File: src/cct_map.svh
// register indices, field positions, reset values and timing counts of the capture/compare timer
`ifndef CCT_MAP_SVH
`define CCT_MAP_SVH

// ----------------------------------------
// register indices (byte address = 4 * index)
// ----------------------------------------
`define CCT_IDX_CTL     6'h12
`define CCT_IDX_FLG     6'h13
`define CCT_IDX_CAP_HI  6'h14
`define CCT_IDX_CAP_LO  6'h15
`define CCT_IDX_CMP_HI  6'h16
`define CCT_IDX_CMP_LO  6'h17
`define CCT_IDX_CNT_HI  6'h18
`define CCT_IDX_CNT_LO  6'h19
`define CCT_IDX_ALT_HI  6'h1a
`define CCT_IDX_ALT_LO  6'h1b

// ----------------------------------------
// field positions
// ----------------------------------------
`define CCT_BIT_CAP     7
`define CCT_BIT_CMP     6
`define CCT_BIT_OVF     5
`define CCT_BIT_EDGE    1
`define CCT_BIT_LEVEL   0

// ----------------------------------------
// reset values and counts
// ----------------------------------------
`define CCT_CTL_RST     8'h00
`define CCT_CNT_RST     16'h0000
`define CCT_PRESC_LAST  2'h3
`define CCT_CNT_MAX     16'hffff

`endif

File: src/cct_pkg.sv
// types shared by the capture/compare timer
package cct_pkg;

    // control register layout
    typedef struct packed {
        logic       cap_irq_enable;
        logic       compare_irq_enable;
        logic       overflow_irq_enable;
        logic [2:0] rsvd;
        logic       capture_edge_select;
        logic       output_level_bit;
    } cct_ctl_t;

    // flag register layout, also the interrupt mask layout
    typedef struct packed {
        logic       capture_flag;
        logic       compare_flag;
        logic       overflow_flag;
        logic [4:0] rsvd;
    } cct_flg_t;

endpackage : cct_pkg

File: src/cct_sync_edge.sv
// two-flop synchroniser with edge detection for the capture pin
`timescale 1ns/1ps
module cct_sync_edge (
    // clock
    input  wire logic clk,
    // asynchronous pin
    input  wire logic pin,
    // edges, one cycle each
    output logic      rise,
    output logic      fall
);
    logic s1_q;
    logic s2_q;
    logic s3_q;

    // ----------------------------------------
    // synchroniser
    // ----------------------------------------
    // two flops, then edge
    always_ff @(posedge clk) begin
        s1_q <= pin;
        s2_q <= s1_q;
        s3_q <= s2_q;
    end

    assign rise = s2_q & ~s3_q;
    assign fall = ~s2_q & s3_q;

endmodule : cct_sync_edge

File: src/cct_timer.sv
// 16-bit capture/compare timer with wishbone register access
// Functional notes
// - counter counts once every four clocks, fixed prescale, wraps to zero
// - counter reads never disturb counting
// - every 16-bit quantity appears as high and low byte registers
// - active capture edge copies the counter into the capture pair
// - edge select: 1 rising, 0 falling; reset leaves it alone
// - compare evaluated once every fourth clock, once per count value
// - match drives compare pin to output level bit; reset clears that bit
// - capture irq enable, read/write, reset clear, requests on capture
// - compare irq enable, read/write, reset clear, requests on match
// - overflow irq enable, read/write, reset clear, requests on wrap
// - capture flag: set on edge, cleared by status read then capture low read
// - compare flag: set on match, cleared by status read then compare low access
// - overflow flag: set on wrap, cleared by status read then counter low read
// - counter high read freezes low byte until read; writes ignored
// - capture high read inhibits capture until low read; writes ignored
// - compare high write inhibits matches until compare low write
// - second counter view latches alike and never clears overflow flag
//
// Added by the designer: the Wishbone slave port.
`timescale 1ns/1ps
`include "cct_map.svh"
module cct_timer (
    // clock and reset
    input  wire logic        clk,
    input  wire logic        rst,
    // wishbone slave
    input  wire logic        wb_cyc_i,
    input  wire logic        wb_stb_i,
    input  wire logic        wb_we_i,
    input  wire logic [7:0]  wb_adr_i,
    input  wire logic [3:0]  wb_sel_i,
    input  wire logic [31:0] wb_dat_i,
    output logic      [31:0] wb_dat_o,
    output logic             wb_ack_o,
    // pins
    input  wire logic        capture_in_pin,
    output logic             compare_out_pin,
    // interrupt
    output logic             timer_irq
);
    // ----------------------------------------
    // state
    // ----------------------------------------
    cct_pkg::cct_ctl_t ctl_q;
    cct_pkg::cct_flg_t flg_q;
    logic [1:0]  presc_q;
    logic [15:0] cnt_q;
    logic [15:0] cap_q;
    logic [15:0] cmp_q;
    logic [7:0]  cnt_lat_q;
    logic        cnt_frz_q;
    logic [7:0]  alt_lat_q;
    logic        alt_frz_q;
    logic        cap_inh_q;
    logic        cmp_inh_q;
    logic        arm_cap_q;
    logic        arm_cmp_q;
    logic        arm_ovf_q;
    logic        ack_q;
    logic [31:0] dat_q;
    logic        pin_q;
    logic        irq_q;

    // ----------------------------------------
    // bus decode
    // ----------------------------------------
    logic       acc;
    logic       rd;
    logic       wr;
    logic [5:0] idx;
    logic       tick;
    logic       wrap;
    logic       cap_rise;
    logic       cap_fall;
    logic       cap_evt;
    logic       cmp_match;
    logic [7:0] rdata;

    assign acc  = wb_cyc_i & wb_stb_i & ~ack_q;
    assign rd   = acc & ~wb_we_i;
    assign wr   = acc & wb_we_i & wb_sel_i[0];
    assign idx  = wb_adr_i[7:2];
    assign tick = (presc_q == `CCT_PRESC_LAST);
    assign wrap = tick & (cnt_q == `CCT_CNT_MAX);

    function automatic logic hit(input logic [5:0] a, input logic [5:0] r);
        hit = (a == r);
    endfunction : hit

    // ----------------------------------------
    // capture pin front end
    // ----------------------------------------
    cct_sync_edge u_sync (
        .clk  (clk),
        .pin  (capture_in_pin),
        .rise (cap_rise),
        .fall (cap_fall)
    );

    assign cap_evt = ctl_q.capture_edge_select ? cap_rise : cap_fall;

    // ----------------------------------------
    // prescaler and counter
    // ----------------------------------------
    // divide by four
    always_ff @(posedge clk) begin
        if (rst) begin
            presc_q <= 2'h0;
        end else begin
            presc_q <= presc_q + 2'h1;
        end
    end

    always_ff @(posedge clk) begin
        if (rst) begin
            cnt_q <= `CCT_CNT_RST;
        end else if (tick) begin
            cnt_q <= cnt_q + 16'h0001;
        end
    end

    // ----------------------------------------
    // control register
    // ----------------------------------------
    // enables, level clear, edge kept
    always_ff @(posedge clk) begin
        if (rst) begin
            ctl_q.cap_irq_enable      <= 1'b0;
            ctl_q.compare_irq_enable  <= 1'b0;
            ctl_q.overflow_irq_enable <= 1'b0;
            ctl_q.rsvd                <= 3'h0;
            ctl_q.output_level_bit    <= 1'b0;
        end else if (wr && hit(idx, `CCT_IDX_CTL)) begin
            ctl_q.cap_irq_enable      <= wb_dat_i[`CCT_BIT_CAP];
            ctl_q.compare_irq_enable  <= wb_dat_i[`CCT_BIT_CMP];
            ctl_q.overflow_irq_enable <= wb_dat_i[`CCT_BIT_OVF];
            ctl_q.capture_edge_select <= wb_dat_i[`CCT_BIT_EDGE];
            ctl_q.output_level_bit    <= wb_dat_i[`CCT_BIT_LEVEL];
        end
    end

    // ----------------------------------------
    // capture
    // ----------------------------------------
    // latch count, unless inhibited
    always_ff @(posedge clk) begin
        if (cap_evt && !cap_inh_q) begin
            cap_q <= cnt_q;
        end
    end

    // inhibit from high read to low read
    always_ff @(posedge clk) begin
        if (rst) begin
            cap_inh_q <= 1'b0;
        end else if (rd && hit(idx, `CCT_IDX_CAP_HI)) begin
            cap_inh_q <= 1'b1;
        end else if (rd && hit(idx, `CCT_IDX_CAP_LO)) begin
            cap_inh_q <= 1'b0;
        end
    end

    // ----------------------------------------
    // compare
    // ----------------------------------------
    // once per count value, inhibited
    assign cmp_match = tick & ~cmp_inh_q & (cnt_q == cmp_q);

    always_ff @(posedge clk) begin
        if (rst) begin
            cmp_q <= 16'h0000;
        end else if (wr && hit(idx, `CCT_IDX_CMP_HI)) begin
            cmp_q[15:8] <= wb_dat_i[7:0];
        end else if (wr && hit(idx, `CCT_IDX_CMP_LO)) begin
            cmp_q[7:0] <= wb_dat_i[7:0];
        end
    end

    // inhibit from high write to low write
    always_ff @(posedge clk) begin
        if (rst) begin
            cmp_inh_q <= 1'b0;
        end else if (wr && hit(idx, `CCT_IDX_CMP_HI)) begin
            cmp_inh_q <= 1'b1;
        end else if (wr && hit(idx, `CCT_IDX_CMP_LO)) begin
            cmp_inh_q <= 1'b0;
        end
    end

    always_ff @(posedge clk) begin
        if (rst) begin
            pin_q <= 1'b0;
        end else if (cmp_match) begin
            pin_q <= ctl_q.output_level_bit;
        end
    end

    // ----------------------------------------
    // counter read latches
    // ----------------------------------------
    // freeze low byte after high read
    always_ff @(posedge clk) begin
        if (rst) begin
            cnt_frz_q <= 1'b0;
            cnt_lat_q <= 8'h00;
        end else if (rd && hit(idx, `CCT_IDX_CNT_HI)) begin
            cnt_frz_q <= 1'b1;
            cnt_lat_q <= cnt_q[7:0];
        end else if (rd && hit(idx, `CCT_IDX_CNT_LO)) begin
            cnt_frz_q <= 1'b0;
        end
    end

    // second view with its own latch
    always_ff @(posedge clk) begin
        if (rst) begin
            alt_frz_q <= 1'b0;
            alt_lat_q <= 8'h00;
        end else if (rd && hit(idx, `CCT_IDX_ALT_HI)) begin
            alt_frz_q <= 1'b1;
            alt_lat_q <= cnt_q[7:0];
        end else if (rd && hit(idx, `CCT_IDX_ALT_LO)) begin
            alt_frz_q <= 1'b0;
        end
    end

    // ----------------------------------------
    // flags and clear sequence
    // ----------------------------------------
    // status read arms the clear of each flag it saw set
    always_ff @(posedge clk) begin
        if (rst) begin
            arm_cap_q <= 1'b0;
            arm_cmp_q <= 1'b0;
            arm_ovf_q <= 1'b0;
        end else if (rd && hit(idx, `CCT_IDX_FLG)) begin
            arm_cap_q <= flg_q.capture_flag;
            arm_cmp_q <= flg_q.compare_flag;
            arm_ovf_q <= flg_q.overflow_flag;
        end else begin
            if (rd && hit(idx, `CCT_IDX_CAP_LO)) begin
                arm_cap_q <= 1'b0;
            end
            if (acc && hit(idx, `CCT_IDX_CMP_LO)) begin
                arm_cmp_q <= 1'b0;
            end
            if (rd && hit(idx, `CCT_IDX_CNT_LO)) begin
                arm_ovf_q <= 1'b0;
            end
        end
    end

    logic clr_cap;
    logic clr_cmp;
    logic clr_ovf;
    logic w1c;

    assign w1c     = wr & hit(idx, `CCT_IDX_FLG);
    // capture low read after armed status read
    assign clr_cap = (rd & arm_cap_q & hit(idx, `CCT_IDX_CAP_LO)) | (w1c & wb_dat_i[`CCT_BIT_CAP]);
    // compare low read or write after armed status read
    assign clr_cmp = (acc & arm_cmp_q & hit(idx, `CCT_IDX_CMP_LO)) | (w1c & wb_dat_i[`CCT_BIT_CMP]);
    // counter low read or write-one to status, second view excluded
    assign clr_ovf = (rd & arm_ovf_q & hit(idx, `CCT_IDX_CNT_LO)) | (w1c & wb_dat_i[`CCT_BIT_OVF]);

    always_ff @(posedge clk) begin
        flg_q.rsvd <= 5'h00;
        if (cap_evt) begin
            flg_q.capture_flag <= 1'b1;
        end else if (clr_cap) begin
            flg_q.capture_flag <= 1'b0;
        end
        if (cmp_match) begin
            flg_q.compare_flag <= 1'b1;
        end else if (clr_cmp) begin
            flg_q.compare_flag <= 1'b0;
        end
        if (wrap) begin
            flg_q.overflow_flag <= 1'b1;
        end else if (clr_ovf) begin
            flg_q.overflow_flag <= 1'b0;
        end
    end

    always_ff @(posedge clk) begin
        if (rst) begin
            irq_q <= 1'b0;
        end else begin
            irq_q <= (flg_q.capture_flag & ctl_q.cap_irq_enable)
                   | (flg_q.compare_flag & ctl_q.compare_irq_enable)
                   | (flg_q.overflow_flag & ctl_q.overflow_irq_enable);
        end
    end

    // ----------------------------------------
    // read mux and acknowledge
    // ----------------------------------------
    // byte views of each 16-bit value
    always_comb begin
        rdata = 8'h00;
        if (hit(idx, `CCT_IDX_CTL)) begin
            rdata = ctl_q;
        end else if (hit(idx, `CCT_IDX_FLG)) begin
            rdata = flg_q;
        end else if (hit(idx, `CCT_IDX_CAP_HI)) begin
            rdata = cap_q[15:8];
        end else if (hit(idx, `CCT_IDX_CAP_LO)) begin
            rdata = cap_q[7:0];
        end else if (hit(idx, `CCT_IDX_CMP_HI)) begin
            rdata = cmp_q[15:8];
        end else if (hit(idx, `CCT_IDX_CMP_LO)) begin
            rdata = cmp_q[7:0];
        end else if (hit(idx, `CCT_IDX_CNT_HI) || hit(idx, `CCT_IDX_ALT_HI)) begin
            rdata = cnt_q[15:8];
        end else if (hit(idx, `CCT_IDX_CNT_LO)) begin
            rdata = cnt_frz_q ? cnt_lat_q : cnt_q[7:0];
        end else if (hit(idx, `CCT_IDX_ALT_LO)) begin
            rdata = alt_frz_q ? alt_lat_q : cnt_q[7:0];
        end
    end

    always_ff @(posedge clk) begin
        if (rst) begin
            ack_q <= 1'b0;
            dat_q <= 32'h00000000;
        end else begin
            ack_q <= acc;
            if (rd) begin
                dat_q <= {24'h000000, rdata};
            end
        end
    end

    assign wb_ack_o        = ack_q;
    assign wb_dat_o        = dat_q;
    assign compare_out_pin = pin_q;
    assign timer_irq       = irq_q;
endmodule : cct_timer

File: config.mk
export PLATFORM = sky130hd
export DESIGN_NAME = cct_timer
export DESIGN_NICKNAME = d
export VERILOG_FILES = /design/src/cct_pkg.sv /design/src/cct_sync_edge.sv /design/src/cct_timer.sv
export VERILOG_INCLUDE_DIRS = /design/src
export SDC_FILE = /design/constraint.sdc
export NUM_CORES = 1
export LEC_CHECK = 0
export ABC_AREA = 1
export BUFFER_PORTS_ARGS = -buffer_cell sky130_fd_sc_hd__buf_4
export CORE_MARGIN = 3
export CORE_UTILIZATION = 60
export DETAILED_ROUTE_END_ITERATION = 7
export GPL_TIMING_DRIVEN = 0
export PLACE_DENSITY = 0.85
export SYNTH_ARGS = -nofsm -noshare
export SYNTH_HDL_FRONTEND = slang
export SYNTH_SLANG_ARGS = --single-unit
File: constraint.sdc
create_clock -name clk -period 4.15 [get_ports clk]
set_input_delay 0.2075 -clock clk [delete_from_list [all_inputs] [get_ports clk]]
set_output_delay 0.2075 -clock clk [all_outputs]
set_load 0.005 [all_outputs]
==> results.json, run 1 <==
{
  "status": "finished, final reports clean",
  "swShare": 0.257,
  "cp.required_ns": 4.43,
  "switchingPower_w": 0.000436,
  "synth-xor-area-share": 0.0112,
  "synth_warnings": 0,
  "worstPathArrival_ns": 2.24,
  "clk_pin_slew_ns": 0.10,
  "dieArea_um2": 8910,
  "fin_crit_sh": 0.473,
  "die_w_um": 94.4,
  "grt_max_degree": 18,
  "die_y_um": 94.4,
  "detail_route.drc_violations": 0,
  "syn2layout_area_growth_pct": 14.0,
  "initialDrtViolationCount": 507,
  "syn_inst": 643,
  "synthFlopType": "dfxtp_1",
  "synth_async_sr_flop_share": 0,
  "worstPathCellList": "ha_1, inv_1, nor3_1, inv_1, nor3_2, nand2_1, nor2_1, a21oi_1, o21a_1",
  "dp_hpwl_um": 9890,
  "period_needed_ns": 1.96,
  "synth-edff-count": 17,
  "cts.sinks": 95,
  "io_buffers": 31,
  "timing.fmax_ghz": 0.509,
  "critical-path-max-stage-delay_ns": 0.51,
  "synth.top_cells.by_area": "dfxtp_1 33%, nand2_1 12%, edfxtp_1 11%",
  "cp_common_cell": "inv_1",
  "avgSynthCellArea_um2": 7.29,
  "synth_compound_area_frac": 0.160,
  "peakVddDrop_v": 0.000235,
  "rsz0062_at_grt": "no",
  "cts_max_path_buffers": 2,
  "cts_buffers": 9,
  "grt_pass1_wl_um": 20600,
  "clockRootBuffer": "clkbuf_8",
  "htree_levels": 3,
  "synth_mux_area_frac": 0,
  "combinationalPowerShare": 0.076,
  "synthAdderAreaFrac": 0.00534,
  "slew_headroom": 0.362,
  "internal_power_w": 0.00126,
  "synth_top_area_frac": 0.333,
  "antenna_left": 0,
  "power.density_nw_per_um2": 318,
  "routed_wl_um": 13100,
  "grt_overflow": 0,
  "yosys.area_share.simple": 0.266,
  "finalNetCount": 761,
  "end_kind": "flop",
  "slowest_stage": "dfxtp_1",
  "clkLatencyLatePin_ns": 0.38,
  "tns_ns": 0,
  "maxSlewViolCount": 0,
  "pin_count": 85,
  "grt_usage": 0.306,
  "hold_class": "input port to flop",
  "firstDrtPassIters": 5,
  "cp-start-kind": "flop",
  "core_um2": 7410,
  "power.share.clock": 0.360,
  "yosys.area.top_type": "dfxtp_1",
  "ys_seq_area_frac": 0.442,
  "setup_viol": 0,
  "vias": 4513,
  "cts_resized": 0,
  "critPathKind": "flop to flop",
  "cts_tree": "done",
  "synth_top_family_by_area": "simple AND/OR/NAND/NOR gates",
  "finalHoldViolations": 0,
  "syn_area_um2": 4690,
  "start_util": 0.633,
  "fin_skew_ns": 0.0186,
  "leakage_nw": 2.24,
  "seqPwrFrac": 0.564,
  "vias_per_cell": 5.55,
  "rows": 31,
  "drive_above_1_share": 0.148,
  "grt_pass1_vias": 4213,
  "max_slew.worst_pin.slew_ns": 0.956,
  "drv_cap": 0,
  "hold_ws_ns": 0.0358,
  "crit_fanout": 8,
  "synth_most_common_cell": "nand2_1",
  "routedWlPerCell_um": 16.2,
  "path_buf_inv": 2,
  "diodes": 0,
  "nFillCells": 605,
  "cp_top_family": "simple AND/OR/NAND/NOR gates",
  "synth_cell_types": 33,
  "gp_congestion": 0.997,
  "antenna_found_initial": 0,
  "ys_ff_latch": 95,
  "netlist_top_cells_count": "150 x nand2_1, 78 x dfxtp_1, 67 x a21oi_1"
}
[cell usage in the layout (no fill, tap or decap), types with 3 or more instances in the layout]
master / count
buf_4: 55
inv_2: 9
buf_2: 6
o21ai_0: 59
or2_0: 5
a211oi_1: 8
a21oi_1: 67
nand4_1: 6
or2_2: 4
nor3_1: 9
nor2_4: 7
xor2_1: 3
clkbuf_1: 11
dfxtp_1: 78
nand3_1: 38
xnor2_1: 3
nand2_1: 150
nor2_2: 3
clkbuf_8: 9
conb_1: 24
nor2_1: 56
edfxtp_1: 17
inv_1: 61
[worst paths after layout]
kind                             to                  start  cells after the start  slack [ns]
max          cnt_q[10]$_SDFFE_PP0P_  cnt_q[1]$_SDFFE_PP0P_                      9        2.19
min              ctl_q[1]$_DFFE_PP_            wb_dat_i[1]                      1        0.04
max reg2reg  cnt_q[10]$_SDFFE_PP0P_  cnt_q[1]$_SDFFE_PP0P_                      9        2.19
min reg2reg     u_sync.s2_q$_DFF_P_    u_sync.s1_q$_DFF_P_                      0        0.34
[sequential cells by signal (all words and copies together) (netlist names), 2 cells and up]
name	flops
ctl_q	5
cnt_q	16
cmp_q	16
cnt_lat_q	8
flg_q	3
wb_dat_o	8
cap_q	16
presc_q	2
alt_lat_q	8
[layout make-up]
type | instances | area, um^2 | share of cell area
inverter | 70 | 263 | 0.0492
sequential | 95 | 2070 | 0.388
clock buffer | 10 | 149 | 0.0279
multi-input combinational | 458 | 2170 | 0.405
buffer | 43 | 274 | 0.0513
tap | 99 | 124 | 0.0232
clock inverter | 6 | 53.8 | 0.0101
timing repair buffer | 32 | 243 | 0.0454
[kinds of logic after synthesis]
family,count (synthesis)
buffers and inverters,113
AOI/OAI and AO/OA,142
other,1
adders and majority gates,2
and+or+nand+nor,284
DFF,95
xor gates and xnor gates,6
[power by group through the flow]
stage	registers (W)	clock network [W]	logic (W)
3_5_place_dp	0.000978	0	0.000124
4_1_cts	0.000957	0.000615	0.000126
5_1_grt	0.000959	0.000656	0.000143
2_1_floorplan	0.000977	0	0.0000766
3_3_place_gp	0.000978	0	0.000122
6_report	0.000957	0.000611	0.000130
[layer usage]
layer / track usage / wire [um] / vias to the layer above
met5: 0 / 0 / -
met4: 0.137 / 414 / 0
met3: 0.0566 / 1330 / 34
met2: 0.484 / 5960 / 242
met1: 0.409 / 5440 / 2046
li1: - / - / 2191
[repair_timing]
action,CTS,global route
endpoints found under the hold margin,1,0
setup buffers,0,0
hold buffers,1,0
[through the flow]
| step | total power [W] | cell area [um^2] | util | cells | worst slack [ns] |
|---|---|---|---|---|---|
| after global placement | 0.00110 | 5130 | 0.692 | 796 | 2.08 |
| after CTS | 0.00170 | 5340 | 0.721 | 813 | 1.97 |
| after detailed placement | 0.00110 | 5130 | 0.692 | 796 | 2.01 |
| final | 0.00170 | 5350 | 0.722 | 813 | 2.19 |
| after floorplan | 0.00105 | 4770 | - | 666 | 2.52 |
| after global routing | 0.00176 | 5350 | 0.722 | 813 | 2.05 |
(Power assumes the default switching activity.)
==> inputs of run 2 (changes only) <==
- ABC_AREA: 1 -> 0
- CORE_UTILIZATION: 60 -> 56
- PLACE_DENSITY: 0.85 -> 0.8
- clock period: 4.15 -> 2 ns (I/O delays scaled with it)
==> run 2 against run 1 <==
Area after synthesis rose by 2.6%. Total power rose by 100%. Flip-flop and latch count did not move. Critical path depth fell by 3. First-iteration DRC count fell by 36%. Count of clock-buffer cells in the layout rose by 1. Largest cell class unchanged. Routed wire length rose by 1.1%. Critical path type unchanged. Final cell count fell by 15%. Combinational power rose by 150%. Worst hold slack got worse by 0.015 ns. Via count fell by 9.6%. Largest power group unchanged. Non-clock buffer count rose by 24.
==> results.json, run 2 <==
{
  "final_cell_mix": "78 x dfxtp_1, 74 x nor2_1, 56 x buf_4, 55 x mux2i_1",
  "io_buffers": 30,
  "synth_top_area_frac": 0.325,
  "rsz0062_at_grt": "yes",
  "dp_hpwl_um": 9720,
  "synthAdderAreaFrac": 0.00520,
  "pre_cts_ws_ns": 0.00674,
  "clk_pin_slew_ns": 0.09,
  "hold_class": "input port to flop",
  "clockRootBuffer": "clkbuf_8",
  "total_power_w": 0.00347,
  "fin_skew_ns": 0.00916,
  "nFillCells": 695,
  "core_um2": 8300,
  "synth_compound_area_frac": 0.109,
  "cts_buffers": 9,
  "yosys.area.top_type": "dfxtp_1",
  "post-route-util": 0.668,
  "hp-start": "wb_dat_i[6]",
  "drv_cap": 0,
  "fin_crit_sh": 0.975,
  "drive_above_1_share": 0.185,
  "synth_cell_types": 54,
  "ys_seq_area_frac": 0.431,
  "timing.fmax_ghz": 0.513,
  "synth_warnings": 0,
  "synth_top_family_by_area": "simple AND/OR/NAND/NOR gates",
  "cts_setup_buffers": 0,
  "vias": 4080,
  "pin_count": 85,
  "avgSynthCellArea_um2": 9.43,
  "antenna_found_initial": 0,
  "grt_pass1_vias": 3732,
  "dieArea_um2": 9740,
  "end_kind": "flop",
  "critPathKind": "flop to flop",
  "grt_pass1_wl_um": 20700,
  "power.density_nw_per_um2": 625,
  "max_slew.worst_pin.slew_ns": 0.877,
  "yosys.area_share.simple": 0.181,
  "synthFlopType": "dfxtp_1",
  "clkLatencyLatePin_ns": 0.37,
  "synth_mux_area_frac": 0.131,
  "status": "finished, final reports clean",
  "reg2reg_from": "wb_ack_o$_SDFF_PP0_",
  "synth.top_cells.by_area": "dfxtp_1 32%, mux2i_1 11%, edfxtp_1 11%",
  "syn_inst": 510,
  "firstDrtPassIters": 4,
  "maxSlewViolCount": 0,
  "rows": 33,
  "vias_per_cell": 5.89,
  "layout_commonest_cell": "dfxtp_1",
  "detail_route.drc_violations": 0,
  "period_needed_ns": 1.95,
  "routed_wl_um": 13300,
  "grt_overflow": 0,
  "diodes": 0,
  "grt_max_degree": 17,
  "finalNetCount": 635,
  "die_y_um": 98.7,
  "cp.required_ns": 2.25,
  "cp-start-kind": "flop",
  "synth-xor-area-share": 0.0564,
  "cts_tree": "done",
  "slew_headroom": 0.413,
  "routedWlPerCell_um": 19.2,
  "syn2layout_area_growth_pct": 15.2,
  "initialDrtViolationCount": 327,
  "setup_viol": 0,
  "cts_max_path_buffers": 2,
  "reg_top3": "cap_q (16), cmp_q (16), cnt_q (16)",
  "peakVddDrop_v": 0.000373,
  "ys_ff_latch": 95,
  "netlist_top_cells_count": "78 x dfxtp_1, 74 x nor2_1, 55 x mux2i_1",
  "tns_ns": 0,
  "worstPathArrival_ns": 2.20,
  "synth_async_sr_flop_share": 0,
  "antenna_left": 0,
  "finalHoldViolations": 0,
  "gp_congestion": 0.927,
  "leakage_nw": 2.27,
  "cts.sinks": 95,
  "setup_ws_ns": 0.0497,
  "start_util": 0.580,
  "synth_most_common_cell": "dfxtp_1",
  "htree_levels": 3,
  "syn_area_um2": 4810,
  "synth-edff-count": 17,
  "die_w_um": 98.7,
  "crit_fanout": 9,
  "grt_usage": 0.276,
  "startpoint": "wb_ack_o$_SDFF_PP0_"
}
[run 2: changes by cell type after synthesis, moves of 9 or more]
cell / delta
nor2_1: +17
inv_1: -57
nand2_1: -130
xor2_1: +18
nand3_1: -20
inv_2: -9
mux2i_1: +55
o21ai_0: -40
a21oi_1: -43
[run 2: cell type report]
class | instances | area [um^2] | share of cell area
well taps | 105 | 131 | 0.0237
multi-input cells | 374 | 2420 | 0.437
repair buffers | 41 | 335 | 0.0605
inverters | 4 | 15.0 | 0.00271
clock buffers | 11 | 131 | 0.0237
clock inverters | 5 | 38.8 | 0.00700
flip-flops and latches | 95 | 2070 | 0.374
plain buffers | 58 | 397 | 0.0716
[run 2: final timing paths]
path	cells after the start	slack (ns)	endpoint
worst min-delay path	3	0.02	ctl_q[6]$_SDFFE_PP0P_
worst max-delay path	6	0.05	cmp_q[12]$_SDFFE_PP0P_
worst max register to register	6	0.05	cmp_q[12]$_SDFFE_PP0P_
worst min register to register	0	0.34	u_sync.s2_q$_DFF_P_
[run 2: repair_timing]
item	CTS	global route
hold endpoints to repair	16	0
resized for setup	1	4
hold buffers	11	0
endpoints found under the setup margin	2	23
[run 2: per-stage QoR]
step                std cells  hold slack (ns)  area [um^2]
floorplan                 533            0.128         4900
global placement          668            0.207         5250
detailed placement        668            0.206         5260
CTS                       695           0.0142         5540
global route              693           0.0397         5540
finish                    693           0.0211         5540
[run 2: logic make-up (layout without fill, tap and decap cells)]
family / count (synthesis) / after routing
simple gates: 171 / 171
flops: 95 / 95
compound gates: 84 / 84
buf+inv: 64 / 119
mux: 62 / 62
xor+xnor: 31 / 31
fa+ha+maj: 2 / 2
other cells: 1 / 24
[run 2: critical path, cell delays in order, from the launching register on]
cell and delay [ns]:
dfxtp_1 0.34, and3b_1 0.29, nand3_1 0.20, or4_1 0.53, buf_4 0.21, mux2i_1 0.20
nor2_1 0.06
[run 2: power by group]
group | leakage (nW) | internal, W | switching, W
clock network | 0.0892 | 0.000466 | 0.000691
logic | 1.38 | 0.000143 | 0.000179
registers | 0.795 | 0.00197 | 0.0000155
[run 2: routing by layer]
layer,share of wire,GRT usage
met5,0,0
met4,0.034,0.109
met3,0.070,0.0502
met2,0.47,0.446
met1,0.43,0.368
==> inputs of run 3 (changes only) <==
- SYNTH_HIERARCHICAL: not set -> 1
==> run 3 against run 2 <==
Final cell count down 3.3%. First-iteration DRC count up 33%. Via count down 1.3%. Sequential power about the same. Non-clock buffer count down 10. Setup slack better by 0.077 ns. Design area down 2.9%. Synthesized cell count down 2.0%. Flip-flop and latch count unchanged. Sequential share of layout area up 1.1 points. Routed wire length down 6.0%. Global-route usage down 0.88 points.
==> results.json, run 3 <==
{
  "cts_tree": "done",
  "worstPathCellList": "clkbuf_4, xor2_1, nor4_2, nand4b_1, or4_1, a21oi_1",
  "vias": 4028,
  "setup_viol": 0,
  "finalNetCount": 615,
  "post-route-util": 0.679,
  "fin_crit_sh": 0.937,
  "tns_ns": 0,
  "final_cell_mix": "82 x nor2_1, 78 x dfxtp_1, 57 x buf_4, 56 x mux2i_1, 24 x conb_1",
  "synth_top_area_frac": 0.334,
  "synth_most_common_cell": "nor2_1",
  "syn_inst": 500,
  "syn2layout_area_growth_pct": 15.1,
  "grt_overflow": 0,
  "routedWlPerCell_um": 18.6,
  "timing.fmax_ghz": 0.534,
  "synth.top_cells.by_area": "dfxtp_1 33%, mux2i_1 12%, edfxtp_1 11%",
  "period_needed_ns": 1.87,
  "rr_worst_depth": 6,
  "rows": 32,
  "cp_top_family": "simple AND/OR/NAND/NOR gates",
  "critPathKind": "flop to flop",
  "die_y_um": 97.4,
  "yosys.area.top_type": "dfxtp_1",
  "routed_wl_um": 12500,
  "slowest_stage": "or4_1",
  "synth_async_sr_flop_share": 0,
  "critical-path-max-stage-delay_ns": 0.50,
  "finalHoldViolations": 0,
  "crit_fanout": 10,
  "clk_pin_slew_ns": 0.10,
  "drv_cap": 0,
  "nFillCells": 657,
  "syn_area_um2": 4670,
  "io_buffers": 27,
  "drive_above_1_share": 0.180,
  "ys_seq_area_frac": 0.443,
  "slew_headroom": 0.410,
  "cp-start-kind": "flop",
  "firstDrtPassIters": 6,
  "dieArea_um2": 9480,
  "peakVddDrop_v": 0.000345,
  "rr_endpoint": "compare_out_pin$_SDFFE_PP0P_",
  "vias_per_cell": 6.01,
  "antenna_left": 0,
  "cts_buffers": 9,
  "reg_top3": "cap_q (16), cmp_q (16), cnt_q (16)",
  "clockRootBuffer": "clkbuf_8",
  "cts_max_path_buffers": 2,
  "worstPathArrival_ns": 2.19,
  "layout_commonest_cell": "nor2_1",
  "synthFlopType": "dfxtp_1",
  "gp_congestion": 0.978,
  "core_um2": 7930,
  "ys_ff_latch": 95,
  "grt_usage": 0.267,
  "clkLatencyLatePin_ns": 0.38,
  "status": "finished, final reports clean",
  "detail_route.drc_violations": 0,
  "hp-start": "wb_dat_i[5]",
  "netlist_top_cells_count": "83 x nor2_1, 78 x dfxtp_1, 56 x mux2i_1",
  "hold_ws_ns": 0.00625,
  "end_kind": "flop",
  "whs_path_depth": 3,
  "pin_count": 85,
  "diodes": 0,
  "rsz0062_at_grt": "no",
  "reg2reg_from": "cnt_q[5]$_SDFFE_PP0P_",
  "synth_warnings": 6,
  "cts.sinks": 95,
  "cp.required_ns": 2.31,
  "htree_levels": 3,
  "antenna_found_initial": 0,
  "synth-edff-count": 17,
  "power.density_nw_per_um2": 655,
  "maxSlewViolCount": 0,
  "hold_class": "input port to flop",
  "grt_max_degree": 17,
  "min_to": "cmp_q[5]$_SDFFE_PP0P_",
  "grt_pass1_vias": 3942,
  "grt_pass1_wl_um": 20100,
  "fin_skew_ns": 0.0147,
  "leakage_nw": 2.18,
  "path_buf_inv": 1,
  "avgSynthCellArea_um2": 9.35,
  "synth_cell_types": 56,
  "dp_hpwl_um": 9080,
  "max_slew.worst_pin.slew_ns": 0.882,
  "start_util": 0.589,
  "die_w_um": 97.4,
  "initialDrtViolationCount": 436,
  "r2r_setup_slack_ns": 0.13
}
-- run 3: cell count changes in the layout (fill, tap and decap cells not counted), sizes merged, moves of 4 or more --
cell and delta:
dlygate4sd3 -4, o211ai -4, o221ai +5, nor2 +8
a21oi -5, mux2 -4, clkbuf -4, and2 -4
o2111ai -5
-- run 3: logic make-up (layout without fill, tap and decap cells) --
family / after synthesis / count (layout) / synth area share
buf+inv: 66 / 111 / 0.0790
compound gates: 77 / 77 / 0.112
flops: 95 / 95 / 0.443
other cells: 1 / 24 / 0.000802
simple gates: 169 / 169 / 0.172
fa+ha+maj: 2 / 2 / 0.00535
xor+xnor: 30 / 30 / 0.0562
mux: 60 / 60 / 0.132
-- run 3: report_power, final --
part / internal (W) / leakage, nW / total, W / switching [W]
clock: 0.000539 / 0.0998 / 0.00125 / 0.000709
combinational: 0.000126 / 1.28 / 0.000297 / 0.000171
sequential: 0.00197 / 0.795 / 0.00198 / 0.0000119
total: 0.00263 / 2.18 / 0.00352 / 0.000892
-- run 3: layer usage --
layer	global-route usage	wire (um)	up-vias
met5	0	0	-
met4	0.122	458	0
met3	0.0560	1330	42
met2	0.436	5900	249
met1	0.342	4800	1887
li1	-	-	1850
-- run 3: final cells by class --
type,instances,area [um^2],share of cell area
multi-input combinational,362,2350,0.437
sequential,95,2070,0.385
buffer,53,325,0.0605
timing repair buffer,36,292,0.0542
clock buffer,11,153,0.0284
tap,102,128,0.0237
clock inverter,5,37.5,0.00698
inverter,6,22.5,0.00419
-- run 3: how the worst max path moves through the flow --
stage,cells after the start,startpoint,endpoint,slack [ns]
4_1_cts,6,cnt_q[2]$_SDFFE_PP0P_,cnt_q[12]$_SDFFE_PP0P_,0.02
3_3_place_gp,2,ctl_q[1]$_DFFE_PP_,cap_q[3]$_DFFE_PP_,-0.1
5_1_grt,6,cnt_q[5]$_SDFFE_PP0P_,compare_out_pin$_SDFFE_PP0P_,0.01
3_5_place_dp,6,wb_adr_i[4],ctl_q[1]$_DFFE_PP_,-0.12
2_1_floorplan,6,cnt_q[5]$_SDFFE_PP0P_,compare_out_pin$_SDFFE_PP0P_,0.33
6_report,6,cnt_q[5]$_SDFFE_PP0P_,compare_out_pin$_SDFFE_PP0P_,0.13
-- run 3: metrics by stage --
step	power [W]	area, um^2	std cells	setup slack, ns
2_1_floorplan	0.00219	4760	523	0.327
3_3_place_gp	0.00229	5090	652	-0.0959
3_5_place_dp	0.00229	5100	653	-0.121
4_1_cts	0.00351	5360	675	0.0215
5_1_grt	0.00363	5380	670	0.00970
6_report	0.00352	5380	670	0.126
-- run 3: timing repair --
action                                 4_1_cts  5_1_grt
setup endpoints to repair                    6       23
pin swaps                                    0        1
buffers inserted                             0        1
hold buffers                                 7        0
endpoints found under the hold margin       11        0
resized for setup                            0       12
-- run 3: worst reg2reg max path, cell delays in order, from the launching register on --
cell and delay (ns):
dfxtp_1 0.32, clkbuf_4 0.19, xor2_1 0.19, nor4_2 0.30, nand4b_1 0.19, or4_1 0.50
a21oi_1 0.14
